### src/aesm_params.svh
`ifndef AESM_PARAMS_SVH
`define AESM_PARAMS_SVH

`define AESM_ADR_CTRL       8'h00
`define AESM_ADR_LINE_NUM   8'h04
`define AESM_ADR_N_LINES    8'h08
`define AESM_ADR_EXP_PIX    8'h0C
`define AESM_ADR_EXP_LINES  8'h10
`define AESM_ADR_FRAMES     8'h14
`define AESM_ADR_STATUS     8'h18
`define AESM_ADR_EVENTS     8'h1C
`define AESM_ADR_XFER       8'h20

`define AESM_CTRL_ANALOG    0
`define AESM_CTRL_LINESCAN  1
`define AESM_CTRL_CFG_LSB   2
`define AESM_CTRL_LANES_LSB 4
`define AESM_CTRL_RST       32'h0000_0000

`define AESM_CLK_HZ         40000000
`define AESM_CLKDET_NS      2000
`define AESM_CLKDET_CYC     ((`AESM_CLKDET_NS * (`AESM_CLK_HZ / 1000000)) / 1000)

`define AESM_NSTAT          13
`define AESM_NEVT           13
`define AESM_NLANE          4

`endif

### src/aesm_pkg.sv
package aesm_pkg;
  typedef enum logic [1:0] {
    AESM_XF_IDLE = 2'b00,
    AESM_XF_RUN  = 2'b01,
    AESM_XF_STOP = 2'b11
  } aesm_xfer_t;

  typedef enum logic [1:0] {
    AESM_CL_BASE   = 2'b00,
    AESM_CL_MEDIUM = 2'b01,
    AESM_CL_FULL   = 2'b10
  } aesm_clcfg_t;
endpackage : aesm_pkg

### src/aesm_sync_if.sv
`timescale 1ns/10ps
`default_nettype none
interface aesm_sync_if;
  logic [15:0] raw;
  logic [15:0] synced;
  modport src (output raw, input synced);
  modport dst (input raw, output synced);
endinterface : aesm_sync_if
`default_nettype wire

### src/aesm_sync.sv
`timescale 1ns/10ps
`default_nettype none
module aesm_sync (
  input  wire logic    clk_i,
  input  wire logic    rst_i,
  aesm_sync_if.dst     sif
);
  import aesm_pkg::*;
  logic [15:0] meta_q;
  logic [15:0] sync_q;

  genvar g;
  generate
    for (g = 0; g < 16; g++) begin : g_bit
      always_ff @(posedge clk_i) begin
        if (rst_i) begin
          meta_q[g] <= 1'b0;
          sync_q[g] <= 1'b0;
        end else begin
          meta_q[g] <= sif.raw[g];
          sync_q[g] <= meta_q[g];
        end
      end
    end
  endgenerate

  assign sif.synced = sync_q;
endmodule : aesm_sync
`default_nettype wire

### src/aesm_monitor.sv
`include "aesm_params.svh"
`timescale 1ns/10ps
`default_nettype none
module aesm_monitor (
  input  wire logic        clk_i,
  input  wire logic        rst_i,
  input  wire logic        wb_cyc_i,
  input  wire logic        wb_stb_i,
  input  wire logic        wb_we_i,
  input  wire logic [7:0]  wb_adr_i,
  input  wire logic [3:0]  wb_sel_i,
  input  wire logic [31:0] wb_dat_i,
  output logic      [31:0] wb_dat_o,
  output logic             wb_ack_o,
  output logic             wb_err_o,
  input  wire logic        cam_pclk_i,
  input  wire logic        line_valid_i,
  input  wire logic        frame_valid_i,
  input  wire logic        field_odd_i,
  input  wire logic        data_valid_i,
  input  wire logic        hsync_i,
  input  wire logic        vsync_i,
  input  wire logic        medium_clk_i,
  input  wire logic        full_clk_i,
  input  wire logic        burst_det_i,
  input  wire logic        hlock_i,
  input  wire logic        vlock_i,
  input  wire logic        fuse_ok_i,
  input  wire logic        cable_pwr_i,
  input  wire logic [3:0]  lane_lock_i,
  input  wire logic        frame_moved_i,
  output logic      [12:0] evt_o,
  output logic             status_change_o
);
  import aesm_pkg::*;

  aesm_sync_if sif ();
  aesm_sync u_sync (
    .clk_i (clk_i),
    .rst_i (rst_i),
    .sif   (sif)
  );

  assign sif.raw = {lane_lock_i, cable_pwr_i, fuse_ok_i, vlock_i, hlock_i, burst_det_i,
                    full_clk_i, medium_clk_i, cam_pclk_i, vsync_i, hsync_i,
                    frame_valid_i, line_valid_i};

  logic       lv_s, fv_s, hs_s, vs_s, pclk_s, mclk_s, fclk_s;
  logic       burst_s, hlk_s, vlk_s, fuse_s, cpwr_s;
  logic [3:0] lanes_s;
  assign {lanes_s, cpwr_s, fuse_s, vlk_s, hlk_s, burst_s, fclk_s, mclk_s, pclk_s,
          vs_s, hs_s, fv_s, lv_s} = sif.synced[15:0];

  // camera-side qualifiers synchronised through two flops on each rising clk_i edge
  logic odd_q, odd_m_q, dv_q, dv_m_q;
  always_ff @(posedge clk_i) begin
    if (rst_i) begin
      odd_m_q <= 1'b0;
      odd_q   <= 1'b0;
      dv_m_q  <= 1'b0;
      dv_q    <= 1'b0;
    end else begin
      odd_m_q <= field_odd_i;
      odd_q   <= odd_m_q;
      dv_m_q  <= data_valid_i;
      dv_q    <= dv_m_q;
    end
  end

  logic [31:0] ctrl_q;
  logic [15:0] line_num_q;
  logic [15:0] n_lines_q;
  logic [15:0] exp_pix_q;
  logic [15:0] exp_lines_q;
  logic [15:0] frames_q;
  logic        start_q;
  logic        cont_q;
  logic        stop_q;

  logic        analog;
  logic        linescan;
  aesm_clcfg_t clcfg;
  logic [2:0]  lanes_needed;
  assign analog       = ctrl_q[`AESM_CTRL_ANALOG];
  assign linescan     = ctrl_q[`AESM_CTRL_LINESCAN];
  assign clcfg        = aesm_clcfg_t'(ctrl_q[`AESM_CTRL_CFG_LSB +: 2]);
  assign lanes_needed = ctrl_q[`AESM_CTRL_LANES_LSB +: 3];

  // pixel, medium and full clock presence: retrigger on each rising edge, expire after a quiet window
  logic       pclk_d1_q, mclk_d1_q, fclk_d1_q;
  logic [7:0] pclk_cnt_q, mclk_cnt_q, fclk_cnt_q;
  localparam logic [7:0] CLKDET = 8'(`AESM_CLKDET_CYC);

  always_ff @(posedge clk_i) begin
    if (rst_i) begin
      pclk_d1_q <= 1'b0;
      mclk_d1_q <= 1'b0;
      fclk_d1_q <= 1'b0;
    end else begin
      pclk_d1_q <= pclk_s;
      mclk_d1_q <= mclk_s;
      fclk_d1_q <= fclk_s;
    end
  end

  always_ff @(posedge clk_i) begin
    if (rst_i) begin
      pclk_cnt_q <= 8'h00;
      mclk_cnt_q <= 8'h00;
      fclk_cnt_q <= 8'h00;
    end else begin
      pclk_cnt_q <= (pclk_s & ~pclk_d1_q) ? CLKDET :
                    (pclk_cnt_q != 8'h00) ? pclk_cnt_q - 8'h01 : 8'h00;
      mclk_cnt_q <= (mclk_s & ~mclk_d1_q) ? CLKDET :
                    (mclk_cnt_q != 8'h00) ? mclk_cnt_q - 8'h01 : 8'h00;
      fclk_cnt_q <= (fclk_s & ~fclk_d1_q) ? CLKDET :
                    (fclk_cnt_q != 8'h00) ? fclk_cnt_q - 8'h01 : 8'h00;
    end
  end

  logic base_cable_clk_seen, medium_cable_clk_seen, full_cable_clk_seen;
  logic all_cable_clks_seen;
  assign base_cable_clk_seen   = pclk_cnt_q != 8'h00;
  assign medium_cable_clk_seen = mclk_cnt_q != 8'h00;
  assign full_cable_clk_seen   = fclk_cnt_q != 8'h00;

  always_comb begin
    case (clcfg)
      AESM_CL_BASE:   all_cable_clks_seen = base_cable_clk_seen;
      AESM_CL_MEDIUM: all_cable_clks_seen = base_cable_clk_seen & medium_cable_clk_seen;
      AESM_CL_FULL:   all_cable_clks_seen = base_cable_clk_seen & medium_cable_clk_seen
                                            & full_cable_clk_seen;
      default:        all_cable_clks_seen = 1'b0;
    endcase
  end

  logic all_lanes_locked;
  logic [3:0] lane_mask;
  always_comb begin
    lane_mask = 4'h0;
    for (int i = 0; i < `AESM_NLANE; i++) begin
      lane_mask[i] = (3'(i) < lanes_needed);
    end
    all_lanes_locked = (lanes_needed != 3'h0) && ((lanes_s & lane_mask) == lane_mask);
  end

  logic line_sync_seen, frame_sync_seen, color_burst_seen;
  logic line_sync_locked, frame_sync_locked, camera_power_avail, cable_power_active;
  assign line_sync_seen     = analog ? hs_s : lv_s;
  assign frame_sync_seen    = analog ? vs_s : fv_s;
  assign color_burst_seen   = analog & burst_s;
  assign line_sync_locked   = analog & hlk_s;
  assign frame_sync_locked  = analog & vlk_s;
  assign camera_power_avail = fuse_s;
  assign cable_power_active = fuse_s & cpwr_s;

  logic [12:0] status;
  assign status = {all_lanes_locked, cable_power_active, camera_power_avail,
                   frame_sync_locked, line_sync_locked, color_burst_seen,
                   all_cable_clks_seen, full_cable_clk_seen, medium_cable_clk_seen,
                   base_cable_clk_seen, frame_sync_seen, line_sync_seen, 1'b0};

  logic [12:0] status_q;
  always_ff @(posedge clk_i) begin
    if (rst_i) begin
      status_q        <= 13'h0000;
      status_change_o <= 1'b0;
    end else begin
      status_q        <= status;
      status_change_o <= |(status ^ status_q);
    end
  end

  // video timing: frame/line edges and active counts
  logic lv_q, fv_q, pclk_rise;
  logic [15:0] pix_cnt_q, line_cnt_q, nline_cnt_q;
  logic lv_rise, lv_fall, fv_rise, fv_fall;
  assign pclk_rise = pclk_s & ~pclk_d1_q;
  assign lv_rise   = line_sync_seen & ~lv_q;
  assign lv_fall   = ~line_sync_seen & lv_q;
  assign fv_rise   = frame_sync_seen & ~fv_q;
  assign fv_fall   = ~frame_sync_seen & fv_q;

  always_ff @(posedge clk_i) begin
    if (rst_i) begin
      lv_q <= 1'b0;
      fv_q <= 1'b0;
    end else begin
      lv_q <= line_sync_seen;
      fv_q <= frame_sync_seen;
    end
  end

  always_ff @(posedge clk_i) begin
    if (rst_i) begin
      pix_cnt_q <= 16'h0000;
    end else if (lv_rise) begin
      pix_cnt_q <= 16'h0000;
    end else if (line_sync_seen && pclk_rise && dv_q) begin
      pix_cnt_q <= pix_cnt_q + 16'h0001;
    end
  end

  always_ff @(posedge clk_i) begin
    if (rst_i) begin
      line_cnt_q <= 16'h0000;
    end else if (fv_rise) begin
      line_cnt_q <= 16'h0000;
    end else if (lv_fall && frame_sync_seen) begin
      line_cnt_q <= line_cnt_q + 16'h0001;
    end
  end

  always_ff @(posedge clk_i) begin
    if (rst_i) begin
      nline_cnt_q <= 16'h0000;
    end else if (!linescan) begin
      nline_cnt_q <= 16'h0000;
    end else if (lv_fall) begin
      nline_cnt_q <= (nline_cnt_q + 16'h0001 >= n_lines_q) ? 16'h0000
                     : nline_cnt_q + 16'h0001;
    end
  end

  // transfer tracking
  aesm_xfer_t  xf_q;
  logic [15:0] moved_q;
  logic        xfer_done;
  logic        moved_r_q;
  logic        moved_pulse;
  assign moved_pulse = frame_moved_i & ~moved_r_q;

  always_ff @(posedge clk_i) begin
    if (rst_i) begin
      xf_q      <= AESM_XF_IDLE;
      moved_q   <= 16'h0000;
      moved_r_q <= 1'b0;
      xfer_done <= 1'b0;
    end else begin
      moved_r_q <= frame_moved_i;
      xfer_done <= 1'b0;
      case (xf_q)
        AESM_XF_IDLE: begin
          moved_q <= 16'h0000;
          if (start_q) begin
            xf_q <= cont_q ? AESM_XF_STOP : AESM_XF_RUN;
          end
        end
        AESM_XF_RUN: begin
          if (moved_pulse) begin
            moved_q <= moved_q + 16'h0001;
            if (moved_q + 16'h0001 >= frames_q) begin
              xf_q      <= AESM_XF_IDLE;
              xfer_done <= 1'b1;
            end
          end
        end
        AESM_XF_STOP: begin
          if (stop_q) begin
            xf_q <= AESM_XF_RUN;
            frames_done_hold();
          end
        end
        default: xf_q <= AESM_XF_IDLE;
      endcase
    end
  end

  function automatic void frames_done_hold();
  endfunction : frames_done_hold

  logic [12:0] evt_d;
  logic        even_field;
  assign even_field = ~odd_q;
  always_comb begin
    evt_d     = 13'h0000;
    evt_d[0]  = fv_rise;
    evt_d[1]  = fv_rise;
    evt_d[2]  = fv_rise & even_field;
    evt_d[3]  = fv_rise & odd_q;
    evt_d[4]  = fv_fall & (even_field | ~analog);
    evt_d[5]  = fv_fall;
    evt_d[6]  = fv_fall & even_field;
    evt_d[7]  = fv_fall & odd_q;
    evt_d[8]  = lv_fall && frame_sync_seen && (line_cnt_q + 16'h0001 == line_num_q);
    evt_d[9]  = linescan && lv_fall && (n_lines_q != 16'h0000)
                && (nline_cnt_q + 16'h0001 >= n_lines_q);
    evt_d[10] = xfer_done;
    evt_d[11] = fv_fall && (line_cnt_q < exp_lines_q);
    evt_d[12] = lv_fall && (pix_cnt_q < exp_pix_q);
  end

  always_ff @(posedge clk_i) begin
    if (rst_i) begin
      evt_o <= 13'h0000;
    end else begin
      evt_o <= evt_d;
    end
  end

  // wishbone slave: registered ack (err if unmapped) one cycle after the request, cleared the cycle after
  logic req;
  assign req = wb_cyc_i & wb_stb_i & ~wb_ack_o & ~wb_err_o;

  always_ff @(posedge clk_i) begin
    if (rst_i) begin
      ctrl_q      <= `AESM_CTRL_RST;
      line_num_q  <= 16'h0000;
      n_lines_q   <= 16'h0000;
      exp_pix_q   <= 16'h0000;
      exp_lines_q <= 16'h0000;
      frames_q    <= 16'h0001;
      start_q     <= 1'b0;
      cont_q      <= 1'b0;
      stop_q      <= 1'b0;
    end else begin
      start_q <= 1'b0;
      stop_q  <= 1'b0;
      if (req && wb_we_i && wb_sel_i[0]) begin
        if (wb_adr_i == `AESM_ADR_CTRL) begin
          ctrl_q <= wb_dat_i;
        end else if (wb_adr_i == `AESM_ADR_LINE_NUM) begin
          line_num_q <= wb_dat_i[15:0];
        end else if (wb_adr_i == `AESM_ADR_N_LINES) begin
          n_lines_q <= wb_dat_i[15:0];
        end else if (wb_adr_i == `AESM_ADR_EXP_PIX) begin
          exp_pix_q <= wb_dat_i[15:0];
        end else if (wb_adr_i == `AESM_ADR_EXP_LINES) begin
          exp_lines_q <= wb_dat_i[15:0];
        end else if (wb_adr_i == `AESM_ADR_FRAMES) begin
          frames_q <= wb_dat_i[15:0];
        end else if (wb_adr_i == `AESM_ADR_XFER) begin
          start_q <= wb_dat_i[0];
          cont_q  <= wb_dat_i[1];
          stop_q  <= wb_dat_i[2];
        end
      end
    end
  end

  logic        mapped;
  logic [31:0] rd;
  always_comb begin
    mapped = 1'b1;
    rd     = 32'h0000_0000;
    if (wb_adr_i == `AESM_ADR_CTRL) begin
      rd = ctrl_q;
    end else if (wb_adr_i == `AESM_ADR_LINE_NUM) begin
      rd = {16'h0000, line_num_q};
    end else if (wb_adr_i == `AESM_ADR_N_LINES) begin
      rd = {16'h0000, n_lines_q};
    end else if (wb_adr_i == `AESM_ADR_EXP_PIX) begin
      rd = {16'h0000, exp_pix_q};
    end else if (wb_adr_i == `AESM_ADR_EXP_LINES) begin
      rd = {16'h0000, exp_lines_q};
    end else if (wb_adr_i == `AESM_ADR_FRAMES) begin
      rd = {16'h0000, frames_q};
    end else if (wb_adr_i == `AESM_ADR_STATUS) begin
      rd = {19'h00000, status};
    end else if (wb_adr_i == `AESM_ADR_EVENTS) begin
      rd = {3'h0, moved_q[15:0], evt_o};
    end else if (wb_adr_i == `AESM_ADR_XFER) begin
      rd = {28'h0000000, 1'b0, 1'b0, xf_q};
    end else begin
      mapped = 1'b0;
    end
  end

  always_ff @(posedge clk_i) begin
    if (rst_i) begin
      wb_ack_o <= 1'b0;
      wb_err_o <= 1'b0;
      wb_dat_o <= 32'h0000_0000;
    end else begin
      wb_ack_o <= req & mapped;
      wb_err_o <= req & ~mapped;
      wb_dat_o <= (req & mapped & ~wb_we_i) ? rd : 32'h0000_0000;
    end
  end
endmodule : aesm_monitor
`default_nettype wire

### config.mk
export PLATFORM = sky130hd
export DESIGN_NAME = aesm_monitor
export DESIGN_NICKNAME = d
export VERILOG_FILES = /design/src/aesm_pkg.sv /design/src/aesm_sync_if.sv /design/src/aesm_sync.sv /design/src/aesm_monitor.sv
export VERILOG_INCLUDE_DIRS = /design/src /design/src/src
export SDC_FILE = /design/constraint.sdc
export NUM_CORES = 1
export LEC_CHECK = 0
export BUFFER_PORTS_ARGS = -buffer_cell sky130_fd_sc_hd__buf_4
export CAP_MARGIN = 20
export CORE_MARGIN = 5
export CORE_UTILIZATION = 55
export CTS_BUF_LIST = sky130_fd_sc_hd__clkbuf_2 sky130_fd_sc_hd__clkbuf_4 sky130_fd_sc_hd__clkbuf_8
export CTS_CLUSTER_DIAMETER = 120
export DETAILED_ROUTE_END_ITERATION = 6
export GPL_ROUTABILITY_DRIVEN = 0
export GPL_TIMING_DRIVEN = 0
export PLACE_DENSITY_LB_ADDON = 0.08
export RECOVER_POWER = 25
export SLEW_MARGIN = 5
export SYNTH_ARGS = -nofsm -noshare
export SYNTH_HDL_FRONTEND = slang
export SYNTH_HIERARCHICAL = 1
export SYNTH_SLANG_ARGS = --single-unit
### constraint.sdc
create_clock -name clk_i -period 3.9 [get_ports clk_i]
set_clock_uncertainty 0.15 [all_clocks]
set_input_delay 0.975 -clock clk_i [delete_from_list [all_inputs] [get_ports clk_i]]
set_output_delay 0.975 -clock clk_i [all_outputs]
set_load 0.02 [all_outputs]
==> flow_summary.yaml, run 1 <==
sta:
  fin_setup_tns_ns: 0
  postLayoutSetupSlackWorst_ns: 0.2307
  finalSetupViolCount: 0
  fin_crit_share_pct: 94.08
  finalMaxSlewViolations: 0
  finalCriticalPeriod_ns: 3.669
  worst-slew-pin-transition_ns: 0.8219
  rsz0062_at_grt: "false"
  clock.fmax_ghz: 0.2725
  final-hold-violation-count: 0
  relSlewSlack_pct: 45.21
layout:
  fillCellCount: 2317
  diodes_inserted: 0
  finalNetCount: 2043
  syn2layout_area_growth_pct: 15.14
  final-instance-count-excl-fill: 2268
  drive_above_1_share_pct: 11.12
yosys:
  ys_seq_elements: 305
  synth_flop_cell: "sky130_fd_sc_hd__dfxtp_1"
  yosys_warnings: 6
  synth_nets: 1881
  asyncSetResetFlopFracSynth_pct: 0
  synth_cell_type_count: 81
  synth_enable_flop_cells: 0
  synth_seq_area_share_pct: 42.16
  syn_area_sq_um: 14480
  post_synth.cell_area_avg_sq_um: 8.347
  synthesis.instances: 1735
clock_network:
  clock_sink_count: 305
  clockBufferDepth: 3
  clk_pin_slew_worst_paths_ns: 0.06
  insertion_delay_ns: 0.58
  cts_made_buffers: 51
  ctsRootBufferMaster: "sky130_fd_sc_hd__clkbuf_8"
  cts_hold_buffers: 0
  h_tree_level_count: 2
  cts_tree: "built"
drt:
  mean_routed_wirelength_per_cell_um: 18.82
  totalWireLength_um: 42690
  route.vias.total: 13010
  number_of_vias_per_cell: 5.738
  drc: 0
  number_of_drc_markers_in_iteration_0: 1203
  firstDrtPassIters: 6
  drtAntennaViolNets: 0
worst_hold_path:
  min_from: "u_sync/meta_q[0]$_SDFF_PP0_"
  worstHoldPathCells: 1
  timing.hold.worst_endpoint: "u_sync/sif.synced[0]$_SDFF_PP0_"
  worst_hold_path_type: "flip-flop to flip-flop"
power:
  cellLeakagePower_nw: 6.207
  netSwitchingFraction_pct: 27.39
  power_frac_seq_pct: 46.0
  power_per_cell_area_nw_per_um2: 442.4
  comb_power_share_pct: 14.4
  max-vdd-ir-drop_mv: 0.3929
  power.internal_mw: 5.356
  switchingPower_mw: 2.021
  clock_power_share_pct: 39.7
place:
  numPortBuffers: 111
  numPlacedInstances: 2181
  detailed_place_hpwl_um: 32160
  place_worst_setup_slack_ns: -0.08399
setup_path:
  cp-start-kind: "flip-flop"
  crit_path_top_delay_cell: "sky130_fd_sc_hd__or4_1"
  ff2ff_setup_slack_ns: 0.23
  rr_worst_depth: 12
  worst_path_largest_cell_delay_ns: 0.57
  worst_setup_path_end_kind: "flip-flop"
  reg2reg_from: "nline_cnt_q[4]$_SDFFE_PP0P_"
  crit_required_ns: 4.20
  path_class: "flip-flop to flip-flop"
  worst_r2r_endpoint: "nline_cnt_q[13]$_SDFFE_PP0P_"
  arrival_ns: 3.96
  worstPathCellList: "and3_1 -> and4_2 -> nand3_2 -> or2_1 -> xnor2_1 -> ha_1 -> nand4_1 -> or4_1 -> o21a_2 -> buf_2 -> a31oi_1 -> a21oi_1"
  critical_path_peak_fanout: 10
floorplanning:
  floorplan.core_area_sq_um: 25980
  floorplan.die_area_sq_um: 29680
  die_width_um: 172.3
  placement_rows: 59
  io_pins: 116
  die_h_um: 172.3
  initial_utilization_pct: 55.73
global_routing:
  track_usage_pct: 28.31
  number_of_antenna_violations_at_the_first_check_in_global_routing: 0
  global_route_wire_length_before_repair_um: 66280
  grt_start_max_net_pins: 14
  grt_overflow: 0
  grt_pass1_vias: 12500
run_status:
  outcome: "complete, no violations"
job:
  max-cap-violations: 0
-- kinds of logic (layout without fill, tap and decap cells) --
group	after synthesis	in the layout	synth area share [%]
mux	23	23	1.598
xor+xnor	101	101	6.109
simple gates	667	667	22.19
fa+ha+maj	78	78	6.739
compound gates	383	383	16.27
buf+inv	178	376	4.934
flops	305	305	42.16
-- how the worst max path moves through the flow --
stage | start | to | slack [ns] | depth (start not counted)
floorplan | nline_cnt_q[4]$_SDFFE_PP0P_ | nline_cnt_q[13]$_SDFFE_PP0P_ | 0.45 | 13
CTS | nline_cnt_q[0]$_SDFFE_PP0P_ | nline_cnt_q[13]$_SDFFE_PP0P_ | 0.05 | 13
detailed placement | nline_cnt_q[4]$_SDFFE_PP0P_ | nline_cnt_q[13]$_SDFFE_PP0P_ | -0.08 | 13
global placement | nline_cnt_q[4]$_SDFFE_PP0P_ | nline_cnt_q[13]$_SDFFE_PP0P_ | -0.03 | 13
finish | nline_cnt_q[4]$_SDFFE_PP0P_ | nline_cnt_q[13]$_SDFFE_PP0P_ | 0.23 | 12
global route | nline_cnt_q[4]$_SDFFE_PP0P_ | nline_cnt_q[13]$_SDFFE_PP0P_ | 0.06 | 12
-- cells in the mapped netlist (14+ instances only) --
master	n	area [sq um]
sky130_fd_sc_hd__a22o_1	17	148.9
sky130_fd_sc_hd__xnor2_1	61	534.3
sky130_fd_sc_hd__ha_1	78	975.9
sky130_fd_sc_hd__inv_1	85	319.1
sky130_fd_sc_hd__mux2i_1	22	220.2
sky130_fd_sc_hd__nor2b_1	54	337.8
sky130_fd_sc_hd__and3_1	14	87.58
sky130_fd_sc_hd__nand3_1	44	220.2
sky130_fd_sc_hd__and2_1	15	93.84
sky130_fd_sc_hd__nand2b_1	14	87.58
sky130_fd_sc_hd__nand2_1	270	1013
sky130_fd_sc_hd__a211oi_1	15	112.6
sky130_fd_sc_hd__dfxtp_1	305	6106
sky130_fd_sc_hd__a31oi_1	17	106.4
sky130_fd_sc_hd__a21oi_1	184	920.9
sky130_fd_sc_hd__nor4_1	16	100.1
sky130_fd_sc_hd__nor3_1	19	95.09
sky130_fd_sc_hd__xor2_1	40	350.3
sky130_fd_sc_hd__o22ai_1	14	87.58
sky130_fd_sc_hd__nand4_1	19	118.9
sky130_fd_sc_hd__a22oi_1	27	202.7
sky130_fd_sc_hd__nor2_1	146	548.0
sky130_fd_sc_hd__o21ai_0	42	210.2
sky130_fd_sc_hd__clkbuf_1	68	255.2
-- layout make-up --
class                           count  area, sq um  area share (%)
Multi-Input combinational cell   1252         7676           46.04
Sequential cell                   305         6106           36.62
Clock buffer                       79         1012           6.071
Timing Repair Buffer              111        705.7           4.232
Tap cell                          335        419.2           2.514
Buffer                             90        375.4           2.251
Inverter                           86        322.8           1.936
Clock inverter                     10        56.30          0.3377
-- state kept, by name, summed over array words and instances, names as in the netlist, 2 cells and up --
name,count
ctrl_q,32
pclk_cnt_q,8
exp_lines_q,16
u_sync/sif.synced,16
exp_pix_q,16
xf_q,2
status_q,12
nline_cnt_q,16
moved_q,16
frames_q,16
wb_dat_o,32
n_lines_q,16
evt_o,12
pix_cnt_q,16
fclk_cnt_q,8
line_num_q,16
line_cnt_q,16
mclk_cnt_q,8
u_sync/meta_q,16
-- cells in the final DEF, fill, tap and decap left out, types with 54 or more instances in the layout --
cell type | Yosys | routed
sky130_fd_sc_hd__clkbuf_8 | 0 | 67
sky130_fd_sc_hd__clkbuf_1 | 68 | 102
sky130_fd_sc_hd__nand2_1 | 270 | 270
sky130_fd_sc_hd__xnor2_1 | 61 | 61
sky130_fd_sc_hd__nor2b_1 | 54 | 54
sky130_fd_sc_hd__nor2_1 | 146 | 146
sky130_fd_sc_hd__ha_1 | 78 | 78
sky130_fd_sc_hd__dfxtp_1 | 305 | 305
sky130_fd_sc_hd__buf_4 | 5 | 79
sky130_fd_sc_hd__inv_1 | 85 | 85
sky130_fd_sc_hd__a21oi_1 | 184 | 184
-- per-layer routing --
metal	track usage [%]	vias to the layer above	wire (um)	part of all wire (%)
li1	-	6292	-	-
met1	37.99	5989	18200	43
met2	45.06	589	18860	44
met3	4.687	144	3768	8.8
met4	12.71	0	1859	4.4
met5	0	-	0	0
-- stage by stage --
| step | power, mW | instance area [sq um] | util, % | hold WS [ns] |
|---|---|---|---|---|
| global placement | 4.473 | 15730 | 60.55 | 0.2702 |
| global route | 7.710 | 16670 | 64.17 | 0.3055 |
| floorplan | 4.195 | 14480 | - | 0.2638 |
| CTS | 7.417 | 16800 | 64.65 | 0.2862 |
| detailed placement | 4.505 | 15730 | 60.55 | 0.2704 |
| finish | 7.377 | 16670 | 64.17 | 0.2881 |
-- power by group through the flow --
stage               clock [mW]  sequential, mW  combinational, mW
floorplan                    0            3.43              0.766
global placement             0            3.45               1.02
detailed placement           0            3.45               1.05
CTS                       2.97            3.39               1.06
global route              3.12            3.41               1.18
finish                    2.93            3.39               1.06
-- worst max-delay path: cells and delay by family (launching register included) --
kind,cells,cell delay (ns)
compound gates,3,0.57
flops,1,0.45
buf+inv,1,0.22
simple gates,6,1.68
xor+xnor,1,0.16
fa+ha+maj,1,0.33
-- what timing repair did --
item                                    4_1_cts  5_1_grt
endpoints found under the setup margin        7       16
pin swaps                                     0        0
resized for setup                             1        9
cloned                                        0        0
setup buffers                                 0        0
(Power assumes the default switching activity.)
==> run 2, diff against run 1 <==
--- a/config.mk
+++ b/config.mk
@@ -7,4 +7,5 @@
 export NUM_CORES = 1
 export LEC_CHECK = 0
+export ABC_CLOCK_PERIOD_IN_PS = 3900
 export BUFFER_PORTS_ARGS = -buffer_cell sky130_fd_sc_hd__buf_4
 export CAP_MARGIN = 20
==> constraint.sdc (replaced) <==
create_clock -name clk_i -period 3.9 [get_ports clk_i]
set_clock_uncertainty 0.15 [all_clocks]
set_input_delay 0 -clock clk_i [delete_from_list [all_inputs] [get_ports clk_i]]
set_output_delay 0 -clock clk_i [all_outputs]
set_load 0.02 [all_outputs]
==> run 2 against run 1 <==
Final cell count grew 3.3%. Critical path depth is the same. Sequential share of layout area shrank 1.5 points. Clock power is essentially flat. Setup slack gained 0.0017 ns. Largest cell class unchanged.
==> flow_summary.yaml, run 2 (synthesis gave the netlist of run 1 again) <==
run_status:
  outcome: "complete, no violations"
setup_path:
  critical_path_peak_fanout: 10
  cp-start-kind: "flip-flop"
  path_class: "flip-flop to flip-flop"
  worst_setup_path_end_kind: "flip-flop"
  arrival_ns: 3.97
  crit_required_ns: 4.20
drt:
  drc: 0
  drtAntennaViolNets: 0
  firstDrtPassIters: 6
  number_of_drc_markers_in_iteration_0: 1128
  mean_routed_wirelength_per_cell_um: 18.84
  route.vias.total: 13390
  number_of_vias_per_cell: 5.716
  totalWireLength_um: 44150
power:
  power_per_cell_area_nw_per_um2: 428.2
  cellLeakagePower_nw: 6.459
  max-vdd-ir-drop_mv: 0.4018
sta:
  fin_setup_tns_ns: 0
  final-hold-violation-count: 0
  finalSetupViolCount: 0
  fin_crit_share_pct: 94.04
  worst_hold_slack_ns: 0.03111
  clock.fmax_ghz: 0.2727
  worst-slew-pin-transition_ns: 0.8114
  finalCriticalPeriod_ns: 3.668
  relSlewSlack_pct: 45.46
  finalMaxSlewViolations: 0
  rsz0062_at_grt: "false"
global_routing:
  grt_start_max_net_pins: 14
  number_of_antenna_violations_at_the_first_check_in_global_routing: 1
  track_usage_pct: 29.24
  grt_pass1_vias: 12880
  global_route_wire_length_before_repair_um: 68330
  grt_overflow: 0
floorplanning:
  floorplan.die_area_sq_um: 29680
  die_width_um: 172.3
  initial_utilization_pct: 55.73
  io_pins: 116
  placement_rows: 59
  die_h_um: 172.3
  floorplan.core_area_sq_um: 25980
clock_network:
  cts_made_buffers: 51
  h_tree_level_count: 2
  ctsRootBufferMaster: "sky130_fd_sc_hd__clkbuf_8"
  clockBufferDepth: 3
  clock_sink_count: 305
  post_cts.repair.setup_buffers: 0
  clk_pin_slew_worst_paths_ns: 0.06
  cts_tree: "built"
  insertion_delay_ns: 0.58
worst_hold_path:
  worst_hold_path_type: "input pin to flip-flop"
layout:
  layout_common_cells: "305 x sky130_fd_sc_hd__dfxtp_1, 270 x sky130_fd_sc_hd__nand2_1, 184 x sky130_fd_sc_hd__a21oi_1"
  syn2layout_area_growth_pct: 19.96
  drive_above_1_share_pct: 10.01
  fillCellCount: 2236
  diodes_inserted: 0
  final_common_cell: "sky130_fd_sc_hd__dfxtp_1"
  layout.area.seq_sq_um: 6106
  finalNetCount: 2118
  registers_with_the_highest_flip_flop_counts: "ctrl_q x32, wb_dat_o x32"
  area_used_by_multi_input_combinational_logic_sq_um: 7676
  final-instance-count-excl-fill: 2343
place:
  detailed_place_hpwl_um: 32160
  numPortBuffers: 111
  numPlacedInstances: 2181
job:
  max-cap-violations: 0
run 2: area by class of cell:
class	instances	area share, %
Multi-Input combinational cell	1252	44.19
Sequential cell	305	35.15
Timing Repair Buffer	186	8.081
Clock buffer	79	5.827
Tap cell	335	2.413
Buffer	90	2.161
Inverter	86	1.858
Clock inverter	10	0.3241
run 2: path summary, 6_finish.rpt:
| kind | startpoint | endpoint | slack (ns) | depth (start not counted) |
|---|---|---|---|---|
| min reg2reg | u_sync/meta_q[4]$_SDFF_PP0_ | u_sync/sif.synced[4]$_SDFF_PP0_ | 0.28 | 1 |
| max reg2reg | nline_cnt_q[4]$_SDFFE_PP0P_ | nline_cnt_q[13]$_SDFFE_PP0P_ | 0.23 | 12 |
| min | lane_lock_i[3] | u_sync/meta_q[15]$_SDFF_PP0_ | 0.03 | 3 |
| max | nline_cnt_q[4]$_SDFFE_PP0P_ | nline_cnt_q[13]$_SDFFE_PP0P_ | 0.23 | 12 |
run 2: repair_timing:
action | 4_1_cts | 5_1_grt
hold buffers | 75 | 0
resized for setup | 1 | 9
hold endpoints to repair | 171 | 0
setup endpoints to repair | 7 | 16
run 2: per-stage QoR:
step	utilization, %	setup slack, ns	area, sq um	total power [mW]
detailed placement	60.55	-0.08399	15730	4.505
finish	66.85	0.2324	17370	7.439
global route	66.85	0.05864	17370	7.770
CTS	67.54	0.05340	17550	7.473
global placement	60.55	-0.02673	15730	4.473
floorplan	-	0.4531	14480	4.195
run 2: routing by layer:
| metal | wire length (um) | GRT usage (%) | vias to the layer above | part of all wire (%) |
|---|---|---|---|---|
| met3 | 3891 | 5.121 | 175 | 8.8 |
| met4 | 2343 | 14.18 | 2 | 5.3 |
| met1 | 18380 | 38.42 | 6180 | 42 |
| met5 | 13 | 0 | - | 0.029 |
| li1 | - | - | 6439 | - |
| met2 | 19520 | 46.76 | 597 | 44 |
run 2: power by group:
group | switching, mW | internal, mW
sequential | 0.123 | 3.27
combinational | 0.632 | 0.486
clock | 1.28 | 1.65
run 2: worst max-delay path, cell delays in order (launching register included):
cell                      delay, ns
sky130_fd_sc_hd__dfxtp_1       0.45
sky130_fd_sc_hd__and3_1        0.21
sky130_fd_sc_hd__and4_2        0.33
sky130_fd_sc_hd__nand3_2       0.16
sky130_fd_sc_hd__or2_1         0.29
sky130_fd_sc_hd__xnor2_1       0.16
sky130_fd_sc_hd__ha_1          0.33
sky130_fd_sc_hd__nand4_1       0.11
sky130_fd_sc_hd__or4_1         0.57
sky130_fd_sc_hd__o21a_2        0.30
sky130_fd_sc_hd__buf_2         0.22
sky130_fd_sc_hd__a31oi_1       0.19
sky130_fd_sc_hd__a21oi_1       0.08
==> run 3, diff against run 2 <==
- ABC_CLOCK_PERIOD_IN_PS: 3900 -> 3200
- clock period: 3.9 -> 3.2 ns (I/O delays scaled with it)
==> run 3 against run 2 <==
Total power is 28% higher. Non-clock buffer count up 13. Critical path depth rose by 1. Setup slack got worse by 0.22 ns. Routed wire length is 0.22% higher. Utilization increased by 2.0 points.
==> flow_summary.yaml, run 3 (synthesis gave the netlist of run 1 again) <==
sta:
  finalMaxSlewViolations: 0
  finalSetupViolCount: 0
  finalCriticalPeriod_ns: 3.188
  postLayoutSetupSlackWorst_ns: 0.01222
  fin_setup_tns_ns: 0
  worst_hold_slack_ns: 0.03489
  final-hold-violation-count: 0
  rsz0062_at_grt: "true"
  fin_crit_share_pct: 99.62
  clock.fmax_ghz: 0.3137
  worst-slew-pin-transition_ns: 0.8462
  relSlewSlack_pct: 43.12
drt:
  totalWireLength_um: 44250
  drc: 0
  number_of_drc_markers_in_iteration_0: 1003
  firstDrtPassIters: 6
  number_of_vias_per_cell: 5.740
  route.vias.total: 13560
  mean_routed_wirelength_per_cell_um: 18.73
  drtAntennaViolNets: 0
setup_path:
  arrival_ns: 3.49
  rr_worst_depth: 13
  worst_r2r_endpoint: "nline_cnt_q[12]$_SDFFE_PP0P_"
  worst_path_largest_cell_delay_ns: 0.53
  critical_path_peak_fanout: 7
  crit_required_ns: 3.51
  cp-start-kind: "flip-flop"
  worstPathCellList: "and3_4 -> and4_1 -> clkbuf_8 -> buf_4 -> and3_4 -> xor2_2 -> ha_1 -> nand2_1 -> or4_4 -> o21a_4 -> buf_4 -> a31oi_1 -> a21oi_1"
  path_delay_family: "simple AND/OR/NAND/NOR gates"
  crit_path_top_delay_cell: "sky130_fd_sc_hd__or4_4"
  path_class: "flip-flop to flip-flop"
  ff2ff_setup_slack_ns: 0.01
  worst_setup_path_end_kind: "flip-flop"
  reg2reg_from: "nline_cnt_q[1]$_SDFFE_PP0P_"
  path_buf_inv: 3
layout:
  fillCellCount: 2169
  final-instance-count-excl-fill: 2362
  layout.cell_area.non_filler_sq_um: 17900
  final_common_cell: "sky130_fd_sc_hd__dfxtp_1"
  layout.area.seq_sq_um: 6131
  finalNetCount: 2131
  diodes_inserted: 0
  area_used_by_multi_input_combinational_logic_sq_um: 7903
  drive_above_1_share_pct: 13.07
  layout.core_utilization_pct: 68.88
  layout_common_cells: "295 x sky130_fd_sc_hd__dfxtp_1, 270 x sky130_fd_sc_hd__nand2_1, 178 x sky130_fd_sc_hd__a21oi_1"
  syn2layout_area_growth_pct: 23.60
  registers_with_the_highest_flip_flop_counts: "ctrl_q x32, wb_dat_o x32"
global_routing:
  grt_start_max_net_pins: 14
  grt_overflow: 0
  grt_use_met3_pct: 6.333
  number_of_antenna_violations_at_the_first_check_in_global_routing: 1
  grt_busiest_layer: "met2"
  grt_util_met2_pct: 47.68
  global_route_wire_length_before_repair_um: 69070
  track_usage_pct: 29.38
  grt_pass1_vias: 13180
  grt.met1_usage_pct: 38.08
floorplanning:
  die_width_um: 172.3
  floorplan.core_area_sq_um: 25980
  die_h_um: 172.3
  initial_utilization_pct: 55.73
  placement_rows: 59
  io_pins: 116
  floorplan.die_area_sq_um: 29680
worst_hold_path:
  min_from: "vsync_i"
  worst_hold_path_type: "input pin to flip-flop"
  timing.hold.worst_endpoint: "u_sync/meta_q[3]$_SDFF_PP0_"
  worstHoldPathCells: 3
run_status:
  outcome: "complete, no violations"
power:
  power.total_mw: 9.516
  max-vdd-ir-drop_mv: 0.5065
  cellLeakagePower_nw: 6.676
  power_per_cell_area_nw_per_um2: 531.7
place:
  place_worst_setup_slack_ns: -0.5168
  numPortBuffers: 111
  detailed_place_hpwl_um: 32080
  numPlacedInstances: 2181
  placedInstanceArea_sq_um: 15770
job:
  max-cap-violations: 0
clock_network:
  ctsRootBufferMaster: "sky130_fd_sc_hd__clkbuf_8"
  clockBufferDepth: 3
  cts_tree: "built"
  cts_made_buffers: 51
  clk_pin_slew_worst_paths_ns: 0.07
  insertion_delay_ns: 0.58
  clock_sink_count: 305
  h_tree_level_count: 2
[run 3: changes by cell type in the layout (fill, tap and decap cells not counted), moves of 4 or more]
| cell | before | now |
|---|---|---|
| sky130_fd_sc_hd__buf_4 | 63 | 80 |
| sky130_fd_sc_hd__dfxtp_1 | 305 | 295 |
| sky130_fd_sc_hd__a21oi_1 | 184 | 178 |
| sky130_fd_sc_hd__a21oi_2 | 0 | 5 |
| sky130_fd_sc_hd__bufinv_16 | 0 | 5 |
| sky130_fd_sc_hd__dfxtp_2 | 0 | 5 |
| sky130_fd_sc_hd__dfxtp_4 | 0 | 5 |
| sky130_fd_sc_hd__dlygate4sd3_1 | 75 | 71 |
[run 3: power by group]
group	switching [mW]	internal (mW)	leakage [nW]	total (mW)
combinational	0.772	0.595	3.55	1.37
clock	1.59	2.43	0.647	4.02
sequential	0.149	3.98	2.48	4.13
total	2.52	7.00	6.68	9.52
[run 3: repair_timing]
action                     in CTS  in global routing
pin swaps                      11                  6
buffers inserted               15                  1
gates cloned                    1                  0
setup endpoints to repair      19                 20
gates resized for setup        26                 36
hold buffers                   71                  0
hold endpoints to repair      169                  0
[run 3: area by class of cell]
class	count	share of cell area, %
Buffer	90	2.258
Clock buffer	79	5.655
Clock inverter	16	1.181
Inverter	86	1.804
Multi-Input combinational cell	1252	44.15
Sequential cell	305	34.25
Tap cell	335	2.342
Timing Repair Buffer	199	8.354
[run 3: tightest hold or removal path: stages]
cell and delay [ns]:
sky130_fd_sc_hd__dlygate4sd3_1 0.52, sky130_fd_sc_hd__buf_4 0.09, sky130_fd_sc_hd__nor2b_1 0.10
[run 3: worst max path at each step]
stage	startpoint	end	slack [ns]	depth (start not counted)
floorplan	nline_cnt_q[1]$_SDFFE_PP0P_	nline_cnt_q[10]$_SDFFE_PP0P_	0.05	12
global placement	moved_q[0]$_SDFFE_PP0P_	xf_q[0]$_SDFFE_PP0P_	-0.37	12
detailed placement	moved_q[0]$_SDFFE_PP0P_	xf_q[0]$_SDFFE_PP0P_	-0.52	12
CTS	moved_q[8]$_SDFFE_PP0P_	xf_q[1]$_SDFFE_PP0P_	0.003	11
global route	nline_cnt_q[1]$_SDFFE_PP0P_	nline_cnt_q[6]$_SDFFE_PP0P_	-0.08	13
finish	nline_cnt_q[1]$_SDFFE_PP0P_	nline_cnt_q[12]$_SDFFE_PP0P_	0.01	13
[run 3: layer usage]
layer  share of wire (%)  vias up
li1                    -     6488
met1                  42     6328
met2                  45      587
met3                 8.7      154
met4                 4.4        2
met5               0.029        -
